===== src/logic/asps_pkg.sv =====
// Purpose: constants and types shared by the serial parity and sampling block
// Assumes: classic Wishbone register access, one 50 MHz clock, synchronous reset
// Notes: offsets are byte addresses, one 32-bit word per register
package asps_pkg;

    // register byte offsets
    localparam logic [4:0] OFF_STATUS = 5'h00;
    localparam logic [4:0] OFF_DATA = 5'h04;
    localparam logic [4:0] OFF_CTRL1 = 5'h08;
    localparam logic [4:0] OFF_CTRL2 = 5'h0C;
    localparam logic [4:0] OFF_BAUD = 5'h10;

    // serial_status_register bits
    localparam int ST_TXE = 7;
    localparam int ST_TC = 6;
    localparam int ST_RXF = 5;
    localparam int ST_IDLE = 4;
    localparam int ST_OVR = 3;
    localparam int ST_NF = 2;
    localparam int ST_FE = 1;
    localparam int ST_PE = 0;
    localparam logic [7:0] STATUS_RST = 8'hC0;

    // serial_control_one bits
    localparam int C1_RX_BIT8 = 7;
    localparam int C1_TX_BIT8 = 6;
    localparam int C1_WORD9 = 4;
    localparam int C1_WAKE_ADDR = 3;
    localparam int C1_PCE = 2;
    localparam int C1_PODD = 1;
    localparam int C1_PIE = 0;

    // control two bits
    localparam int C2_TIE = 7;
    localparam int C2_TX_DONE_IRQ_ENABLE = 6;
    localparam int C2_RIE = 5;
    localparam int C2_IDLE_IRQ_ENABLE = 4;
    localparam int C2_TE = 3;
    localparam int C2_RE = 2;
    localparam int C2_MUTE = 1;

    // sampling: clock cycles per sample tick minus one (50 MHz / (16 * 9600))
    localparam logic [15:0] BAUD_RST = 16'h0144;
    localparam logic [4:0] SMP_FIRST = 5'h01;
    localparam logic [4:0] SMP_3 = 5'h03;
    localparam logic [4:0] SMP_5 = 5'h05;
    localparam logic [4:0] SMP_7 = 5'h07;
    localparam logic [4:0] SMP_8 = 5'h08;
    localparam logic [4:0] SMP_9 = 5'h09;
    localparam logic [4:0] SMP_10 = 5'h0A;
    localparam logic [4:0] SMP_LAST = 5'h10;
    localparam logic [7:0] IDLE_TICKS_SHORT = 8'hA0;
    localparam logic [7:0] IDLE_TICKS_LONG = 8'hB0;

    typedef enum logic [1:0] {
        RX_HUNT,
        RX_START,
        RX_DATA,
        RX_STOP
    } asps_rx_state_t;

endpackage


===== src/logic/asps_serial.sv =====
// Purpose: asynchronous serial port with parity, 16x sampling, noise and one irq
// Assumes: rxd_i synchronous to clk_i; halt_i and wait_i levels from power control
// Notes: one shared sample tick drives both directions; wait_i has no effect
//
// The register offsets and the Wishbone interface to the registers were decided locally.
`timescale 1ns/1ps
module asps_serial #(
    parameter int WB_ADDR_W = 5
) (
    input wire logic clk_i,
    input wire logic rst_i,
    input wire logic wb_cyc_i,
    input wire logic wb_stb_i,
    input wire logic wb_we_i,
    input wire logic [WB_ADDR_W-1:0] wb_adr_i,
    input wire logic [3:0] wb_sel_i,
    input wire logic [31:0] wb_dat_i,
    output logic [31:0] wb_dat_o,
    output logic wb_ack_o,
    input wire logic cpu_irq_mask_i,
    input wire logic halt_i,
    input wire logic wait_i,
    input wire logic rxd_i,
    output logic txd_o,
    output logic irq_o
);
    import asps_pkg::*;

    if (WB_ADDR_W < 5) begin : g_bad_addr
        $error("asps_serial: WB_ADDR_W must be at least 5");
    end

    ////////////////////////////////////////////////////////////////////////
    typedef struct packed {
        logic ack;
        logic [31:0] dat;
        logic irq;
        logic [7:0] ctrl1;
        logic [7:0] ctrl2;
        logic [7:0] status;
        logic status_seen;
        logic [15:0] baud;
        logic [15:0] div_cnt;
        logic [7:0] tx_data;
        logic [10:0] tx_shift;
        logic [3:0] tx_bits;
        logic [3:0] tx_phase;
        logic tx_busy;
        logic txd;
        asps_rx_state_t rx_state;
        logic [2:0] rx_hist;
        logic [4:0] rx_cnt;
        logic [3:0] rx_bitn;
        logic [8:0] rx_sh;
        logic [1:0] rx_s;
        logic rx_nf;
        logic [7:0] rx_data;
        logic [7:0] idle_cnt;
        logic idle_armed;
    } asps_state_t;

    asps_state_t state_reg;
    asps_state_t state_next;

    logic req;
    logic [4:0] off;
    logic tick;
    logic samp;
    logic maj;
    logic disagree;
    logic [8:0] word;
    logic [8:0] body;
    logic [7:0] idle_len;
    logic any_irq;

    ////////////////////////////////////////////////////////////////////////
    // parity bit for the low 7 or 8 data bits; odd adds one
    function automatic logic calc_parity(input logic [8:0] w, input logic word9,
                                         input logic odd);
        logic p;
        p = word9 ? ^w[7:0] : ^w[6:0];
        return p ^ odd;
    endfunction

    // top data bit, skipping the parity slot
    function automatic logic top_data_bit(input logic [8:0] w, input logic word9,
                                          input logic parity_enable);
        logic b;
        if (parity_enable) begin
            b = word9 ? w[7] : w[6];
        end else begin
            b = word9 ? w[8] : w[7];
        end
        return b;
    endfunction

    ////////////////////////////////////////////////////////////////////////
    always_comb begin
        state_next = state_reg;
        req = wb_cyc_i & wb_stb_i & ~state_reg.ack;
        off = wb_adr_i[4:0];
        tick = (state_reg.div_cnt == 16'h0000);
        samp = rxd_i;
        maj = 1'b0;
        disagree = 1'b0;
        word = 9'h000;
        body = 9'h000;
        idle_len = state_reg.ctrl1[C1_WORD9] ? IDLE_TICKS_LONG : IDLE_TICKS_SHORT;
        any_irq = 1'b0;

        // bus slave: answer one cycle after the request, unmapped reads zero
        state_next.ack = req;
        state_next.dat = 32'h0000_0000;
        if (req && !wb_we_i) begin
            if (off == OFF_STATUS) begin
                state_next.dat[7:0] = state_reg.status;
            end else if (off == OFF_DATA) begin
                state_next.dat[7:0] = state_reg.rx_data;
            end else if (off == OFF_CTRL1) begin
                state_next.dat[7:0] = state_reg.ctrl1;
            end else if (off == OFF_CTRL2) begin
                state_next.dat[7:0] = state_reg.ctrl2;
            end else if (off == OFF_BAUD) begin
                state_next.dat[15:0] = state_reg.baud;
            end
        end

        // halt freezes every register except irq, which clears; bus still answers, no side effects
        if (!halt_i) begin
            if (req && !wb_we_i) begin
                if (off == OFF_STATUS) begin
                    state_next.status_seen = 1'b1;
                end else if (off == OFF_DATA && state_reg.status_seen) begin
                    state_next.status_seen = 1'b0;
                    state_next.status[ST_RXF] = 1'b0;
                    state_next.status[ST_IDLE] = 1'b0;
                    state_next.status[ST_OVR] = 1'b0;
                    state_next.status[ST_NF] = 1'b0;
                    state_next.status[ST_FE] = 1'b0;
                    state_next.status[ST_PE] = 1'b0;
                end
            end
            if (req && wb_we_i && wb_sel_i[0]) begin
                if (off == OFF_DATA) begin
                    state_next.tx_data = wb_dat_i[7:0];
                    if (state_reg.status_seen) begin
                        state_next.status_seen = 1'b0;
                        state_next.status[ST_TXE] = 1'b0;
                        state_next.status[ST_TC] = 1'b0;
                    end
                end else if (off == OFF_CTRL1) begin
                    // received ninth bit is read only
                    state_next.ctrl1 = {state_reg.ctrl1[C1_RX_BIT8], wb_dat_i[6:0]};
                end else if (off == OFF_CTRL2) begin
                    state_next.ctrl2 = wb_dat_i[7:0];
                end else if (off == OFF_BAUD) begin
                    state_next.baud[7:0] = wb_dat_i[7:0];
                end
            end
            if (req && wb_we_i && wb_sel_i[1] && off == OFF_BAUD) begin
                state_next.baud[15:8] = wb_dat_i[15:8];
            end

            // shared sample tick
            state_next.div_cnt = tick ? state_reg.baud : state_reg.div_cnt - 16'h0001;

            ////////////////////////////////////////////////////////////////
            // transmitter
            if (!state_reg.tx_busy) begin
                if (state_reg.ctrl2[C2_TE] && !state_reg.status[ST_TXE]) begin
                    body = {state_reg.ctrl1[C1_TX_BIT8], state_reg.tx_data};
                    if (state_reg.ctrl1[C1_PCE]) begin
                        // parity displaces the top written bit
                        if (state_reg.ctrl1[C1_WORD9]) begin
                            body[8] = calc_parity(body, 1'b1,
                                                  state_reg.ctrl1[C1_PODD]);
                        end else begin
                            body[7] = calc_parity(body, 1'b0,
                                                  state_reg.ctrl1[C1_PODD]);
                        end
                    end
                    if (state_reg.ctrl1[C1_WORD9]) begin
                        state_next.tx_shift = {1'b1, body, 1'b0};
                        state_next.tx_bits = 4'hB;
                    end else begin
                        state_next.tx_shift = {2'b11, body[7:0], 1'b0};
                        state_next.tx_bits = 4'hA;
                    end
                    state_next.tx_phase = 4'h0;
                    state_next.tx_busy = 1'b1;
                    state_next.txd = 1'b0;
                    state_next.status[ST_TXE] = 1'b1;
                end else begin
                    state_next.txd = 1'b1;
                end
            end else if (tick) begin
                state_next.tx_phase = state_reg.tx_phase + 4'h1;
                if (state_reg.tx_phase == 4'hF) begin
                    state_next.tx_shift = {1'b1, state_reg.tx_shift[10:1]};
                    state_next.tx_bits = state_reg.tx_bits - 4'h1;
                    state_next.txd = state_reg.tx_shift[1];
                    if (state_reg.tx_bits == 4'h1) begin
                        state_next.tx_busy = 1'b0;
                        state_next.txd = 1'b1;
                        state_next.status[ST_TC] = 1'b1;
                    end
                end
            end

            ////////////////////////////////////////////////////////////////
            // receiver, one sample per tick
            if (!state_reg.ctrl2[C2_RE]) begin
                state_next.rx_state = RX_HUNT;
                state_next.rx_hist = 3'b000;
                state_next.idle_cnt = 8'h00;
            end else if (tick) begin
                state_next.rx_hist = {state_reg.rx_hist[1:0], samp};
                if (state_reg.rx_cnt == SMP_8) begin
                    state_next.rx_s[0] = samp;
                end
                if (state_reg.rx_cnt == SMP_9) begin
                    state_next.rx_s[1] = samp;
                end
                maj = (state_reg.rx_s[0] & state_reg.rx_s[1])
                    | (state_reg.rx_s[0] & samp)
                    | (state_reg.rx_s[1] & samp);
                disagree = ~((state_reg.rx_s[0] == state_reg.rx_s[1])
                    && (state_reg.rx_s[1] == samp));
                if (state_reg.rx_cnt == SMP_LAST) begin
                    state_next.rx_cnt = SMP_FIRST;
                end else begin
                    state_next.rx_cnt = state_reg.rx_cnt + 5'h01;
                end

                case (state_reg.rx_state)
                    RX_HUNT: begin
                        if (samp) begin
                            if (state_reg.idle_cnt != 8'hFF) begin
                                state_next.idle_cnt = state_reg.idle_cnt + 8'h01;
                            end
                            if (state_reg.idle_armed && state_reg.idle_cnt == idle_len) begin
                                state_next.idle_armed = 1'b0;
                                if (!state_reg.ctrl2[C2_MUTE]) begin
                                    state_next.status[ST_IDLE] = 1'b1;
                                end else if (!state_reg.ctrl1[C1_WAKE_ADDR]) begin
                                    state_next.ctrl2[C2_MUTE] = 1'b0;
                                end
                            end
                        end else if (state_reg.rx_hist[0]) begin
                            // start edge restarts the sample count
                            state_next.rx_state = RX_START;
                            state_next.rx_cnt = 5'h02;
                            state_next.idle_cnt = 8'h00;
                            if (state_reg.rx_hist != 3'b111) begin
                                state_next.rx_nf = 1'b1;
                            end
                        end else begin
                            state_next.idle_cnt = 8'h00;
                        end
                    end
                    RX_START: begin
                        if (samp && (state_reg.rx_cnt == SMP_3 || state_reg.rx_cnt == SMP_5
                                     || state_reg.rx_cnt == SMP_7)) begin
                            state_next.rx_nf = 1'b1;
                        end
                        if (samp && state_reg.rx_cnt >= SMP_8 && state_reg.rx_cnt <= SMP_10) begin
                            state_next.rx_nf = 1'b1;
                        end
                        // false start: frame dropped, noise kept for next word
                        if (state_reg.rx_cnt == SMP_10 && maj) begin
                            state_next.rx_state = RX_HUNT;
                        end
                        if (state_reg.rx_cnt == SMP_LAST) begin
                            state_next.rx_state = RX_DATA;
                            state_next.rx_bitn = 4'h0;
                        end
                    end
                    RX_DATA: begin
                        if (state_reg.rx_cnt == SMP_10) begin
                            state_next.rx_sh = {maj, state_reg.rx_sh[8:1]};
                            if (disagree) begin
                                state_next.rx_nf = 1'b1;
                            end
                            state_next.rx_bitn = state_reg.rx_bitn + 4'h1;
                        end
                        if (state_reg.rx_cnt == SMP_LAST) begin
                            if (state_reg.rx_bitn == (state_reg.ctrl1[C1_WORD9] ? 4'h9 : 4'h8)) begin
                                state_next.rx_state = RX_STOP;
                            end
                        end
                    end
                    RX_STOP: begin
                        // word ends at the stop bit's centre so the next start is seen
                        if (state_reg.rx_cnt == SMP_10) begin
                            state_next.rx_state = RX_HUNT;
                            state_next.rx_nf = 1'b0;
                            state_next.idle_armed = 1'b1;
                            state_next.idle_cnt = 8'h00;
                            word = state_reg.ctrl1[C1_WORD9] ? state_reg.rx_sh
                                                             : {1'b0, state_reg.rx_sh[8:1]};
                            if (state_reg.ctrl2[C2_MUTE]) begin
                                if (state_reg.ctrl1[C1_WAKE_ADDR]
                                    && top_data_bit(word, state_reg.ctrl1[C1_WORD9],
                                                    state_reg.ctrl1[C1_PCE])) begin
                                    state_next.ctrl2[C2_MUTE] = 1'b0;
                                end
                            end
                            if (!state_reg.ctrl2[C2_MUTE] || !state_next.ctrl2[C2_MUTE]) begin
                                if (state_reg.status[ST_RXF]) begin
                                    // held word is kept, overrun alone reported
                                    state_next.status[ST_OVR] = 1'b1;
                                end else begin
                                    // noise, framing and parity flags land with rx_full_flag
                                    state_next.status[ST_RXF] = 1'b1;
                                    state_next.rx_data = word[7:0];
                                    state_next.ctrl1[C1_RX_BIT8] = word[8];
                                    state_next.status[ST_NF] = state_reg.rx_nf
                                        | disagree;
                                    state_next.status[ST_FE] = ~maj;
                                    if (state_reg.ctrl1[C1_PCE]) begin
                                        if (calc_parity(word, state_reg.ctrl1[C1_WORD9],
                                                state_reg.ctrl1[C1_PODD])
                                            != (state_reg.ctrl1[C1_WORD9] ? word[8]
                                                                          : word[7])) begin
                                            state_next.status[ST_PE] = 1'b1;
                                        end
                                    end
                                end
                            end
                        end
                    end
                    default: begin
                        state_next.rx_state = RX_HUNT;
                    end
                endcase
            end

            ////////////////////////////////////////////////////////////////
            // single shared request line, gated by the processor mask
            any_irq = (state_reg.status[ST_TXE] & state_reg.ctrl2[C2_TIE])
                | (state_reg.status[ST_TC] & state_reg.ctrl2[C2_TX_DONE_IRQ_ENABLE])
                | ((state_reg.status[ST_RXF] | state_reg.status[ST_OVR])
                   & state_reg.ctrl2[C2_RIE])
                | (state_reg.status[ST_IDLE] & state_reg.ctrl2[C2_IDLE_IRQ_ENABLE])
                | (state_reg.status[ST_PE] & state_reg.ctrl1[C1_PIE]);
            state_next.irq = any_irq & ~cpu_irq_mask_i;
        end else begin
            // no serial event may wake from halt
            state_next.irq = 1'b0;
        end
        // wait_i deliberately unused: wait leaves the port running
        if (wait_i) begin
            state_next.irq = state_next.irq;
        end
    end

    ////////////////////////////////////////////////////////////////////////
    always_ff @(posedge clk_i) begin
        if (rst_i) begin
            state_reg <= '0;
            state_reg.status <= STATUS_RST;
            state_reg.baud <= BAUD_RST;
            state_reg.txd <= 1'b1;
            state_reg.rx_state <= RX_HUNT;
        end else begin
            state_reg <= state_next;
        end
    end

    assign wb_ack_o = state_reg.ack;
    assign wb_dat_o = state_reg.dat;
    assign txd_o = state_reg.txd;
    assign irq_o = state_reg.irq;

endmodule // asps_serial


===== config.mk =====
export PLATFORM = sky130hd
export DESIGN_NAME = asps_serial
export DESIGN_NICKNAME = d
export VERILOG_FILES = /design/src/logic/asps_pkg.sv /design/src/logic/asps_serial.sv
export SDC_FILE = /design/constraint.sdc
export NUM_CORES = 1
export LEC_CHECK = 0
export BUFFER_PORTS_ARGS = -buffer_cell sky130_fd_sc_hd__buf_2
export CORE_ASPECT_RATIO = 0.75
export CORE_MARGIN = 1
export CORE_UTILIZATION = 59
export DETAILED_ROUTE_END_ITERATION = 10
export PLACE_DENSITY_LB_ADDON = 0.2
export SLEW_MARGIN = 20
export SYNTH_ARGS = -nofsm -noshare
export SYNTH_HDL_FRONTEND = slang
export SYNTH_SLANG_ARGS = --single-unit

===== constraint.sdc =====
create_clock -name clk_i -period 3 [get_ports clk_i]
set_input_delay 0 -clock clk_i [delete_from_list [all_inputs] [get_ports clk_i]]
set_output_delay 0 -clock clk_i [all_outputs]
set_load 0.1 [all_outputs]

==> results of run 1 <==
[metrics by stage]
step | setup WS, ns | power (W) | utilization (%) | instances
after floorplan | 0.676 | 0.00313 | - | 883
after global placement | 0.419 | 0.00327 | 63.2 | 1030
final | 0.328 | 0.00549 | 70.1 | 1084
after global routing | 0.131 | 0.00574 | 70.1 | 1084
after detailed placement | 0.360 | 0.00332 | 63.2 | 1030
after CTS | 0.338 | 0.00548 | 70.1 | 1084
[power groups by stage]
stage	Sequential, W	Clock (W)	Combinational [W]
after CTS	0.00211	0.00217	0.00120
after detailed placement	0.00215	0	0.00117
after floorplan	0.00214	0	0.000999
after global placement	0.00214	0	0.00113
after global routing	0.00212	0.00227	0.00134
final	0.00211	0.00215	0.00123
[metal layers]
metal	vias to the layer above	part of all wire, %	GRT usage, %
met5	-	0	0
met4	0	1.3	8.93
met3	30	6.9	8.05
met2	250	47	45.9
met1	3118	45	39.9
li1	3115	-	-
[repair_timing]
item | CTS | global route
endpoints found under the hold margin | 46 | 0
hold buffers | 22 | 0
gates resized for setup | 0 | 0
[cells in the mapped netlist, types with 5 or more instances]
cell type  instances  area share [%]
nor3_1            16             1.1
a311oi_1           5            0.60
a21oi_1           68             4.7
nand3b_1           5            0.51
clkbuf_1          36             1.9
nor2_1           128             6.6
buf_4             33             3.4
or3_1              9            0.77
nand4_1            6            0.51
mux2_2             8             1.2
xor2_1             6            0.72
nand3_1           31             2.1
dfxtp_1          146              40
a22oi_1           17             1.8
inv_1             24             1.2
a211oi_1          18             1.9
nor2b_1            7            0.60
nand2b_1           9            0.77
xnor2_1           15             1.8
ha_1              16             2.7
and3_1            17             1.5
nor4_1             6            0.51
mux2i_1           44             6.0
a221oi_1           5            0.60
o21ai_0           32             2.2
nand2_1           70             3.6
[kinds of logic (layout without fill, tap and decap cells)]
group,Yosys count,count (layout)
mux,52,52
compound gates,194,194
buf+inv,104,143
fa+ha+maj,16,16
flops,146,146
simple gates,333,333
other cells,1,16
xor+xnor,22,22
[layout by cell type, fill, tap and decap left out, drive strengths merged, types with 6 or more instances in the layout]
| cell | Yosys | layout |
|---|---|---|
| nand4 | 6 | 6 |
| nand3 | 33 | 33 |
| a22oi | 17 | 17 |
| nor2b | 7 | 7 |
| o21ai | 33 | 33 |
| nor2 | 128 | 128 |
| nor3 | 17 | 17 |
| mux2i | 44 | 44 |
| a211oi | 18 | 18 |
| a21oi | 68 | 68 |
| dfxtp | 146 | 146 |
| or3 | 12 | 12 |
| nand2b | 9 | 9 |
| conb | 1 | 16 |
| clkbuf | 36 | 17 |
| xnor2 | 15 | 15 |
| xor2 | 6 | 6 |
| dlygate4sd3 | 0 | 22 |
| nor4 | 7 | 7 |
| ha | 16 | 16 |
| inv | 24 | 32 |
| and3 | 17 | 17 |
| nand2 | 70 | 70 |
| mux2 | 8 | 8 |
| buf | 43 | 64 |
[worst paths after layout]
check,to,cells after the start,startpoint
setup / recovery,state_reg[8],6,state_reg[81]
hold / removal,state_reg[30],2,rst_i
setup reg to reg,state_reg[8],6,state_reg[81]
hold reg to reg,state_reg[102],2,state_reg[102]
[cell type report]
cell class	instances	area (µm²)	area share, %
clock buffers	17	425	5.13
clock inverters	15	171	2.07
inverters	25	93.8	1.13
multi-input cells	633	3890	47.0
flip-flops and latches	146	2920	35.2
well taps	162	203	2.44
repair buffers	86	581	7.00
[worst reg2reg max path, stage by stage, from the launching register on]
cell and delay (ns):
dfxtp_1 0.35, or4_4 0.59, or3_1 0.55, o21ai_4 0.23
nand3_2 0.23, or3_2 0.52, a21oi_1 0.14
==> impl_metrics.sql, run 1 <==
INSERT INTO impl_metrics (metric_group, metric, value, unit) VALUES
('synth', 'synth_edf_count', '0', ''),
('die', 'core_region_area', '11800', 'µm²'),
('synth', 'synth.area.mux_share', '7.28', '%'),
('sta', 'maxClockFrequency', '0.374', 'GHz'),
('clocking', 'cts_htree_levels', '4', ''),
('setup_path', 'cp_max_fo', '12', ''),
('finish', 'num_antenna_cells', '0', ''),
('synth', 'postSynthAreaPerCell', '8.40', 'µm²'),
('synth', 'synthArstFlopShare', '0', '%'),
('setup_path', 'required_time_at_the_endpoint_of_the_critical_path', '3.36', 'ns'),
('power', 'switch_share', '32.9', '%'),
('drt', 'postRouteAntennaNets', '0', ''),
('setup_path', 'cp_slowest_stage_delay', '0.59', 'ns'),
('die', 'rows', '34', ''),
('power', 'combinational_group_share_of_total_power', '22.3', '%'),
('clocking', 'clock_tree_from_tritoncts', 'yes', ''),
('synth', 'postSynth.topFlopCell', 'dfxtp_1', ''),
('synth', 'syn_area', '7290', 'µm²'),
('sta', 'min_period', '2.67', 'ns'),
('drt', 'detail_route.wl_per_cell', '16.9', 'µm'),
('synth', 'synth_fa_ha_area_share', '2.75', '%'),
('global_route', 'grt_antenna_before_repair', '0', ''),
('die', 'die-height', '98.3', 'µm'),
('sta', 'tightest_hold_margin', '0.0455', 'ns'),
('setup_path', 'timing.critical_path.max_delay_family', 'simple AND/OR/NAND/NOR gates', ''),
('sta', 'setup_viol_count_final', '0', ''),
('global_route', 'grt.total_usage', '29.5', '%'),
('drt', 'drt_pass1_iterations', '6', ''),
('finish', 'largest_register_ff_count', '127', ''),
('synth', 'synthXorXnorAreaFrac', '2.83', '%'),
('placed_design', 'hpwl', '12.3', 'mm'),
('die', 'floorplan.die_area', '12800', 'µm²'),
('clocking', 'worst_skew_pair.late_latency', '0.43', 'ns'),
('synth', 'yosys_warnings', '0', ''),
('sta', 'final-hold-violation-count', '0', ''),
('drt', 'post-route-drc-count', '0', ''),
('finish', 'syn2layout_area_growth', '13.7', '%'),
('setup_path', 'arrival_time_at_the_worst_endpoint', '3.03', 'ns'),
('sta', 'drv_slew', '0', ''),
('global_route', 'vias_in_the_first_global_route', '5887', ''),
('sta', 'finalCritPeriodShare', '89.1', '%'),
('synth', 'synth_compound_gate_area_share', '17.5', '%'),
('die', 'dieWidth', '130', 'µm'),
('setup_path', 'cp_cell_sequence', 'or4_4, or3_1, o21ai_4, nand3_2, or3_2, a21oi_1', ''),
('power', 'pwr-share-seq', '38.5', '%'),
('clocking', 'clkTransAtPathRegs', '0.06', 'ns'),
('sta', 'timing_worst_slew_pin_value', '0.753', 'ns'),
('sta', 'rsz0062_at_grt', 'no', ''),
('run', 'max_cap_violations', '0', ''),
('die', 'design.portCount', '85', ''),
('synth', 'yosysUniqueCellTypes', '67', ''),
('synth', 'synthSimpleGateAreaFrac', '22.0', '%'),
('global_route', 'grt_pass1_wl', '29.5', 'mm'),
('finish', 'total_of_fill_cells_in_the_finished_design', '955', ''),
('placed_design', 'place.port_buffers', '49', ''),
('drt', 'via_count', '6513', ''),
('clocking', 'tritoncts.num_buffers', '17', ''),
('clocking', 'buffer_cell_driving_the_clock_tree_root', 'clkbuf_16', ''),
('synth', 'flip_flop_and_latch_count_after_synthesis', '146', ''),
('sta', 'setup-tns-final', '0', 'ns'),
('drt', 'detail_route.wirelength', '18.3', 'mm'),
('setup_path', 'r2r_slack', '0.33', 'ns'),
('status', 'status', 'finished, final reports clean', ''),
('hold_path', 'hold_path_class', 'input pin to flip-flop', ''),
('setup_path', 'timing.setup.critical_path_class', 'flip-flop to flip-flop', ''),
('clocking', 'cts.path.max_buffers', '2', ''),
('power', 'p_leak', '3.21', 'nW'),
('finish', 'stdcell_area', '8290', 'µm²'),
('placed_design', 'placed_area', '7470', 'µm²'),
('drt', 'mean_number_of_vias_per_cell', '6.01', ''),
('setup_path', 'cp-end-kind', 'flip-flop', '');
Note: power is estimated with default switching activity, not from simulation.
==> run 2, diff against run 1 <==
CORE_ASPECT_RATIO = default   (was 0.75)
==> impl_metrics.sql, run 2 (synthesis gave the netlist of run 1 again) <==
INSERT INTO impl_metrics (metric_group, metric, value, unit) VALUES
('drt', 'drt_pass1_iterations', '5', ''),
('sta', 'final_critical_path_setup_slack', '0.337', 'ns'),
('clocking', 'buffer_cell_driving_the_clock_tree_root', 'clkbuf_16', ''),
('setup_path', 'required_time_at_the_endpoint_of_the_critical_path', '3.35', 'ns'),
('setup_path', 'r2r_slack', '0.34', 'ns'),
('global_route', 'pin_count_of_the_biggest_net_entering_global_routing', '95', ''),
('clocking', 'clkTransAtPathRegs', '0.06', 'ns'),
('run', 'max_cap_violations', '0', ''),
('clocking', 'cts_htree_levels', '4', ''),
('sta', 'max-slew-margin-rel', '36.6', '%'),
('drt', 'detail_route.wirelength', '17.7', 'mm'),
('die', 'floorplan.initialDensity', '60.7', '%'),
('finish', 'final_net_count', '976', ''),
('drt', 'detail_route.wl_per_cell', '16.5', 'µm'),
('setup_path', 'cp_max_fo', '12', ''),
('global_route', 'grt_antenna_before_repair', '0', ''),
('clocking', 'clock_sink_count', '146', ''),
('status', 'status', 'finished, final reports clean', ''),
('placed_design', 'place.gp.congestion', '0.846', ''),
('die', 'core_region_area', '12000', 'µm²'),
('placed_design', 'hpwl', '12.0', 'mm'),
('placed_design', 'place.port_buffers', '49', ''),
('setup_path', 'cp-end-kind', 'flip-flop', ''),
('drt', 'postRouteAntennaNets', '0', ''),
('global_route', 'grt.total_usage', '28.9', '%'),
('drt', 'via_count', '6416', ''),
('setup_path', 'timing.setup.critical_path_class', 'flip-flop to flip-flop', ''),
('clocking', 'cts.path.max_buffers', '2', ''),
('sta', 'final-hold-violation-count', '0', ''),
('power', 'p_leak', '3.22', 'nW'),
('finish', 'stdcell_area', '8280', 'µm²'),
('finish', 'final_cells', '1070', ''),
('die', 'rows', '40', ''),
('setup_path', 'crit_path_top_delay_cell', 'or4_4', ''),
('global_route', 'grt_pass1_wl', '29.2', 'mm'),
('sta', 'drv_slew', '0', ''),
('sta', 'maxClockFrequency', '0.376', 'GHz'),
('die', 'design.portCount', '85', ''),
('placed_design', 'post-place-ws', '0.373', 'ns'),
('sta', 'setup-tns-final', '0', 'ns'),
('clocking', 'tritoncts.num_buffers', '17', ''),
('global_route', 'vias_in_the_first_global_route', '6068', ''),
('power', 'power-per-cell-area', '664', 'nW/µm²'),
('finish', 'mostFrequentLayoutCells', 'dfxtp_1, nor2_1, nand2_1, a21oi_1, buf_2', ''),
('setup_path', 'arrival_time_at_the_worst_endpoint', '3.02', 'ns'),
('power', 'ir_worst_vdd', '0.414', 'mV'),
('sta', 'fin_skew', '0.00830', 'ns'),
('finish', 'layout.cells.most_common', 'dfxtp_1', ''),
('setup_path', 'bufs_and_invs_on_worst_path', '0', ''),
('sta', 'finalCritPeriodShare', '88.8', '%'),
('sta', 'min_period', '2.66', 'ns'),
('finish', 'num_antenna_cells', '0', ''),
('clocking', 'worst_skew_pair.late_latency', '0.43', 'ns'),
('setup_path', 'cp_slowest_stage_delay', '0.60', 'ns'),
('drt', 'post-route-drc-count', '0', ''),
('sta', 'timing_worst_slew_pin_value', '0.951', 'ns'),
('die', 'die-height', '113', 'µm'),
('finish', 'drive_gt1_share', '13.3', '%'),
('drt', 'drt_first_iter_violations', '579', ''),
('placed_design', 'placed_area', '7460', 'µm²'),
('sta', 'rsz0062_at_grt', 'no', ''),
('setup_path', 'cp_cell_sequence', 'or4_4, or3_1, o21ai_4, nand3_2, or3_2, a21oi_1', ''),
('drt', 'mean_number_of_vias_per_cell', '6.00', ''),
('clocking', 'cts_resized', '0', ''),
('placed_design', 'place_inst', '1016', ''),
('finish', 'syn2layout_area_growth', '13.6', '%'),
('clocking', 'clock_tree_from_tritoncts', 'yes', ''),
('sta', 'setup_viol_count_final', '0', ''),
('die', 'floorplan.die_area', '12800', 'µm²'),
('global_route', 'grt_overflow', '0', ''),
('hold_path', 'hold_path_class', 'input pin to flip-flop', ''),
('setup_path', 'timing.critical_path.max_delay_family', 'simple AND/OR/NAND/NOR gates', ''),
('die', 'dieWidth', '113', 'µm'),
('finish', 'largest_register_ff_count', '127', ''),
('setup_path', 'timing.critical_path.from_type', 'flip-flop', '');
==> run 2: cell count changes in the layout (fill, tap and decap cells not counted), sizes merged <==
| cell | before | now |
|---|---|---|
| inv | 32 | 25 |
| clkbuf | 17 | 19 |
| buf | 64 | 65 |
| clkinv | 2 | 8 |
| clkinvlp | 4 | 2 |
| bufinv | 2 | 3 |
==> run 2: layer usage <==
layer  vias to the layer above  global-route usage [%]  wire, µm
met3                        44                    7.45      1160
met1                      3000                    36.4      7800
met4                         0                    12.2       497
met5                         -                       0         0
li1                       3113                       -         -
met2                       259                    47.0      8230
==> run 2: worst reg2reg max path: cells and delay by family, from the launching register on <==
family | cells | cell delay [ns]
and+or+nand+nor | 4 | 1.88
DFF | 1 | 0.36
AOI/OAI and AO/OA | 2 | 0.36
==> run 2: final timing paths <==
kind,to,depth (start not counted),start
worst max-delay path,state_reg[4],6,state_reg[81]
worst min-delay path,wb_ack_o,3,wb_cyc_i
worst max register to register,state_reg[4],6,state_reg[81]
worst min register to register,state_reg[106],1,state_reg[106]
==> run 2: power breakdown <==
part           internal (W)  switching (W)
clock network       0.00133       0.000828
registers           0.00202      0.0000921
logic              0.000437       0.000791
==> run 2: timing repair <==
| item | in CTS | in global routing |
|---|---|---|
| setup buffers | 0 | 0 |
| hold buffers | 22 | 0 |
| endpoints found under the hold margin | 44 | 0 |
==> run 2: layout make-up <==
class	count	area, µm²
tap	147	184
multi-input combinational	633	3890
sequential	146	2920
fill	966	3730
inverter	25	93.8
timing repair buffer	87	588
clock inverter	13	160
clock buffer	19	443
==> run 2: stage by stage <==
stage	total power [W]	utilization, %	hold slack, ns
floorplan	0.00313	-	0.0897
global placement	0.00330	62.1	0.195
detailed placement	0.00335	62.1	0.202
CTS	0.00552	68.9	0.00303
global route	0.00575	68.9	0.0711
finish	0.00550	68.9	0.0648
==> run 3, diff against run 2 <==
ABC_AREA = 1   (was default)
==> impl_metrics.sql, run 3 <==
INSERT INTO impl_metrics (metric_group, metric, value, unit) VALUES
('drt', 'drt_first_iter_violations', '781', ''),
('sta', 'final-hold-violation-count', '0', ''),
('finish', 'mostFrequentLayoutCells', 'nand2_1, dfxtp_1, inv_1, a21oi_1, o21ai_0', ''),
('sta', 'timing_worst_slew_pin_value', '0.846', 'ns'),
('synth', 'top_cells_by_area_in_the_synthesized_netlist', 'dfxtp_1, nand2_1, a21oi_1, o21ai_0, inv_1', ''),
('finish', 'finished_core_util', '68.5', '%'),
('power', 'switch_share', '26.5', '%'),
('drt', 'detail_route.wl_per_cell', '14.2', 'µm'),
('hold_path', 'hold_depth', '5', ''),
('synth', 'yosys_warnings', '0', ''),
('power', 'ir_worst_vdd', '0.418', 'mV'),
('global_route', 'grt_overflow', '0', ''),
('placed_design', 'hpwl', '13.7', 'mm'),
('die', 'die-height', '118', 'µm'),
('setup_path', 'crit_path_top_delay_cell', 'o21ai_0', ''),
('sta', 'maxClockFrequency', '0.438', 'GHz'),
('power', 'part_of_the_total_power_dissipated_in_the_clock_network', '44.7', '%'),
('power', 'p_sw', '0.00119', 'W'),
('synth', 'synthArstFlopShare', '0', '%'),
('die', 'rows', '41', ''),
('clocking', 'clock_tree_from_tritoncts', 'yes', ''),
('synth', 'synth_top_area_share', '36.9', '%'),
('finish', 'drive_gt1_share', '9.72', '%'),
('drt', 'drt_pass1_iterations', '6', ''),
('global_route', 'pin_count_of_the_biggest_net_entering_global_routing', '62', ''),
('synth', 'syn_area', '7930', 'µm²'),
('die', 'dieWidth', '118', 'µm'),
('power', 'pwr-share-seq', '44.4', '%'),
('sta', 'max-slew-margin-rel', '43.4', '%'),
('drt', 'mean_number_of_vias_per_cell', '5.49', ''),
('sta', 'setup_viol_count_final', '0', ''),
('die', 'floorplan.initialDensity', '61.6', '%'),
('hold_path', 'hold_path_class', 'input pin to flip-flop', ''),
('finish', 'num_antenna_cells', '0', ''),
('setup_path', 'timing.critical_path.from_type', 'flip-flop', ''),
('clocking', 'worst_skew_pair.late_latency', '0.43', 'ns'),
('clocking', 'cts.repair_timing.setup_buffer_count', '0', ''),
('synth', 'postSynthAreaPerCell', '6.85', 'µm²'),
('hold_path', 'hold_path_startpoint', 'wb_sel_i[1]', ''),
('synth', 'postSynth.topFlopCell', 'dfxtp_1', ''),
('drt', 'postRouteAntennaNets', '0', ''),
('synth', 'post_synth_inst_count', '1157', ''),
('clocking', 'buffer_cell_driving_the_clock_tree_root', 'clkbuf_16', ''),
('setup_path', 'r2r_slack', '0.72', 'ns'),
('die', 'core_region_area', '12900', 'µm²'),
('setup_path', 'rr_endpoint', 'state_reg[44]', ''),
('setup_path', 'cp_max_fo', '12', ''),
('clocking', 'clock_sink_count', '146', ''),
('finish', 'largest_register_ff_count', '127', ''),
('sta', 'rsz0062_at_grt', 'no', ''),
('power', 'total_internal_power', '0.00330', 'W'),
('synth', 'yosys-top-cells-count', 'nand2_1, dfxtp_1, inv_1, a21oi_1, o21ai_0', ''),
('power', 'power-per-cell-area', '510', 'nW/µm²'),
('setup_path', 'cp-end-kind', 'flip-flop', ''),
('sta', 'drv_slew', '0', ''),
('global_route', 'grt.total_usage', '29.0', '%'),
('synth', 'synth_edf_count', '0', ''),
('setup_path', 'timing.critical_path.max_delay_family', 'simple AND/OR/NAND/NOR gates', ''),
('setup_path', 'arrival_time_at_the_worst_endpoint', '2.57', 'ns'),
('global_route', 'grt_antenna_before_repair', '0', ''),
('synth', 'flip_flop_and_latch_count_after_synthesis', '146', ''),
('synth', 'synth_sequential_area_ratio', '36.9', '%'),
('sta', 'final_critical_path_setup_slack', '0.718', 'ns'),
('sta', 'fin_skew', '0.00957', 'ns'),
('sta', 'finalCritPeriodShare', '76.1', '%'),
('die', 'floorplan.die_area', '13900', 'µm²'),
('drt', 'detail_route.wirelength', '19.5', 'mm'),
('clocking', 'cts.path.max_buffers', '2', ''),
('sta', 'min_period', '2.28', 'ns'),
('finish', 'total_of_fill_cells_in_the_finished_design', '1135', ''),
('clocking', 'cts_htree_levels', '4', ''),
('placed_design', 'place.port_buffers', '49', ''),
('hold_path', 'timing.hold.worst_endpoint', 'state_reg[96]', ''),
('synth', 'yosysUniqueCellTypes', '52', ''),
('setup_path', 'critPathLaunch', 'state_reg[72]', ''),
('setup_path', 'timing.setup.critical_path_class', 'flip-flop to flip-flop', ''),
('drt', 'post-route-drc-count', '0', ''),
('clocking', 'cts_resized', '0', ''),
('die', 'design.portCount', '85', ''),
('status', 'status', 'finished, final reports clean', ''),
('global_route', 'grt_pass1_wl', '32.4', 'mm'),
('drt', 'via_count', '7560', ''),
('placed_design', 'place.gp.congestion', '0.914', ''),
('setup_path', 'required_time_at_the_endpoint_of_the_critical_path', '3.29', 'ns'),
('power', 'p_leak', '3.75', 'nW'),
('synth', 'synthDominantAreaCellType', 'dfxtp_1', ''),
('setup_path', 'worst_r2r_startpoint', 'state_reg[72]', ''),
('run', 'max_cap_violations', '0', ''),
('setup_path', 'cp_cell_sequence', 'inv_1, ha_1, nand2_2, nor2_4, nand2_4, nor2_8, nand2_2, inv_1, nand2_1, o21ai_0, a21oi_1', ''),
('clocking', 'tritoncts.num_buffers', '17', ''),
('placed_design', 'post-place-ws', '0.745', 'ns'),
('setup_path', 'bufs_and_invs_on_worst_path', '2', ''),
('power', 'combinational_group_share_of_total_power', '10.9', '%'),
('setup_path', 'cp_slowest_stage_delay', '0.44', 'ns'),
('synth', 'yosysMostFrequentCell', 'nand2_1', ''),
('clocking', 'clkTransAtPathRegs', '0.06', 'ns'),
('setup_path', 'worst_reg_to_reg_path_cell_count', '11', ''),
('sta', 'setup-tns-final', '0', 'ns'),
('sta', 'tightest_hold_margin', '0.0170', 'ns'),
('finish', 'syn2layout_area_growth', '11.3', '%'),
('finish', 'final_net_count', '1259', ''),
('global_route', 'vias_in_the_first_global_route', '6908', ''),
('finish', 'layout.cells.most_common', 'nand2_1', '');
run 3: layer usage:
| layer | GRT usage, % | vias up | share of wire, % |
|---|---|---|---|
| met5 | 0 | - | 0 |
| met4 | 13.7 | 0 | 2.6 |
| met3 | 5.52 | 39 | 6.5 |
| met2 | 45.6 | 274 | 45 |
| met1 | 38.3 | 3424 | 46 |
| li1 | - | 3823 | - |
run 3: worst min-delay path: stages:
cell,delay (ns)
buf_2,0.10
nand2_1,0.05
nor2_1,0.08
nand3_1,0.09
nand3_1,0.07
run 3: logic make-up after synthesis:
group / Yosys count / synth area share [%]
and+or+nand+nor: 453 / 25.3
other: 1 / 0.0473
AOI/OAI and AO/OA: 299 / 20.6
buffers and inverters: 224 / 12.7
DFF: 146 / 36.9
adders and majority gates: 16 / 2.52
xor gates and xnor gates: 18 / 1.99
run 3: worst max-delay path by stage:
stage / cells after the start / end / slack, ns
after floorplan: 10 / state_reg[69] / 0.98
after global placement: 11 / state_reg[12] / 0.80
after detailed placement: 11 / state_reg[9] / 0.75
after CTS: 11 / state_reg[9] / 0.73
after global routing: 11 / state_reg[10] / 0.44
final: 11 / state_reg[44] / 0.72
run 3: per-stage QoR:
| stage | total power [W] | instances | cell area [µm²] |
|---|---|---|---|
| final | 0.00450 | 1376 | 8820 |
| after global routing | 0.00464 | 1376 | 8820 |
| after CTS | 0.00451 | 1376 | 8820 |
| after detailed placement | 0.00250 | 1326 | 8070 |
| after global placement | 0.00249 | 1326 | 8070 |
| after floorplan | 0.00242 | 1172 | 7990 |
run 3: final cells by class:
cell class	instances	area [µm²]	share of cell area (%)
tap	172	215	2.44
sequential	146	2920	33.1
inverter	150	563	6.38
timing repair buffer	76	510	5.79
multi-input combinational	802	4050	46.0
clock buffer	22	474	5.38
clock inverter	8	81.3	0.922
run 3: what timing repair did:
| item | CTS | global route |
|---|---|---|
| hold buffers | 20 | 0 |
| endpoints found under the setup margin | 0 | 0 |
| hold endpoints to repair | 41 | 0 |
run 3: power groups by stage:
stage,Clock [W],Sequential (W),Combinational [W]
after floorplan,0,0.00203,0.000383
after global placement,0,0.00204,0.000455
after detailed placement,0,0.00204,0.000461
after CTS,0.00203,0.00199,0.000484
after global routing,0.00210,0.00200,0.000542
final,0.00201,0.00200,0.000490
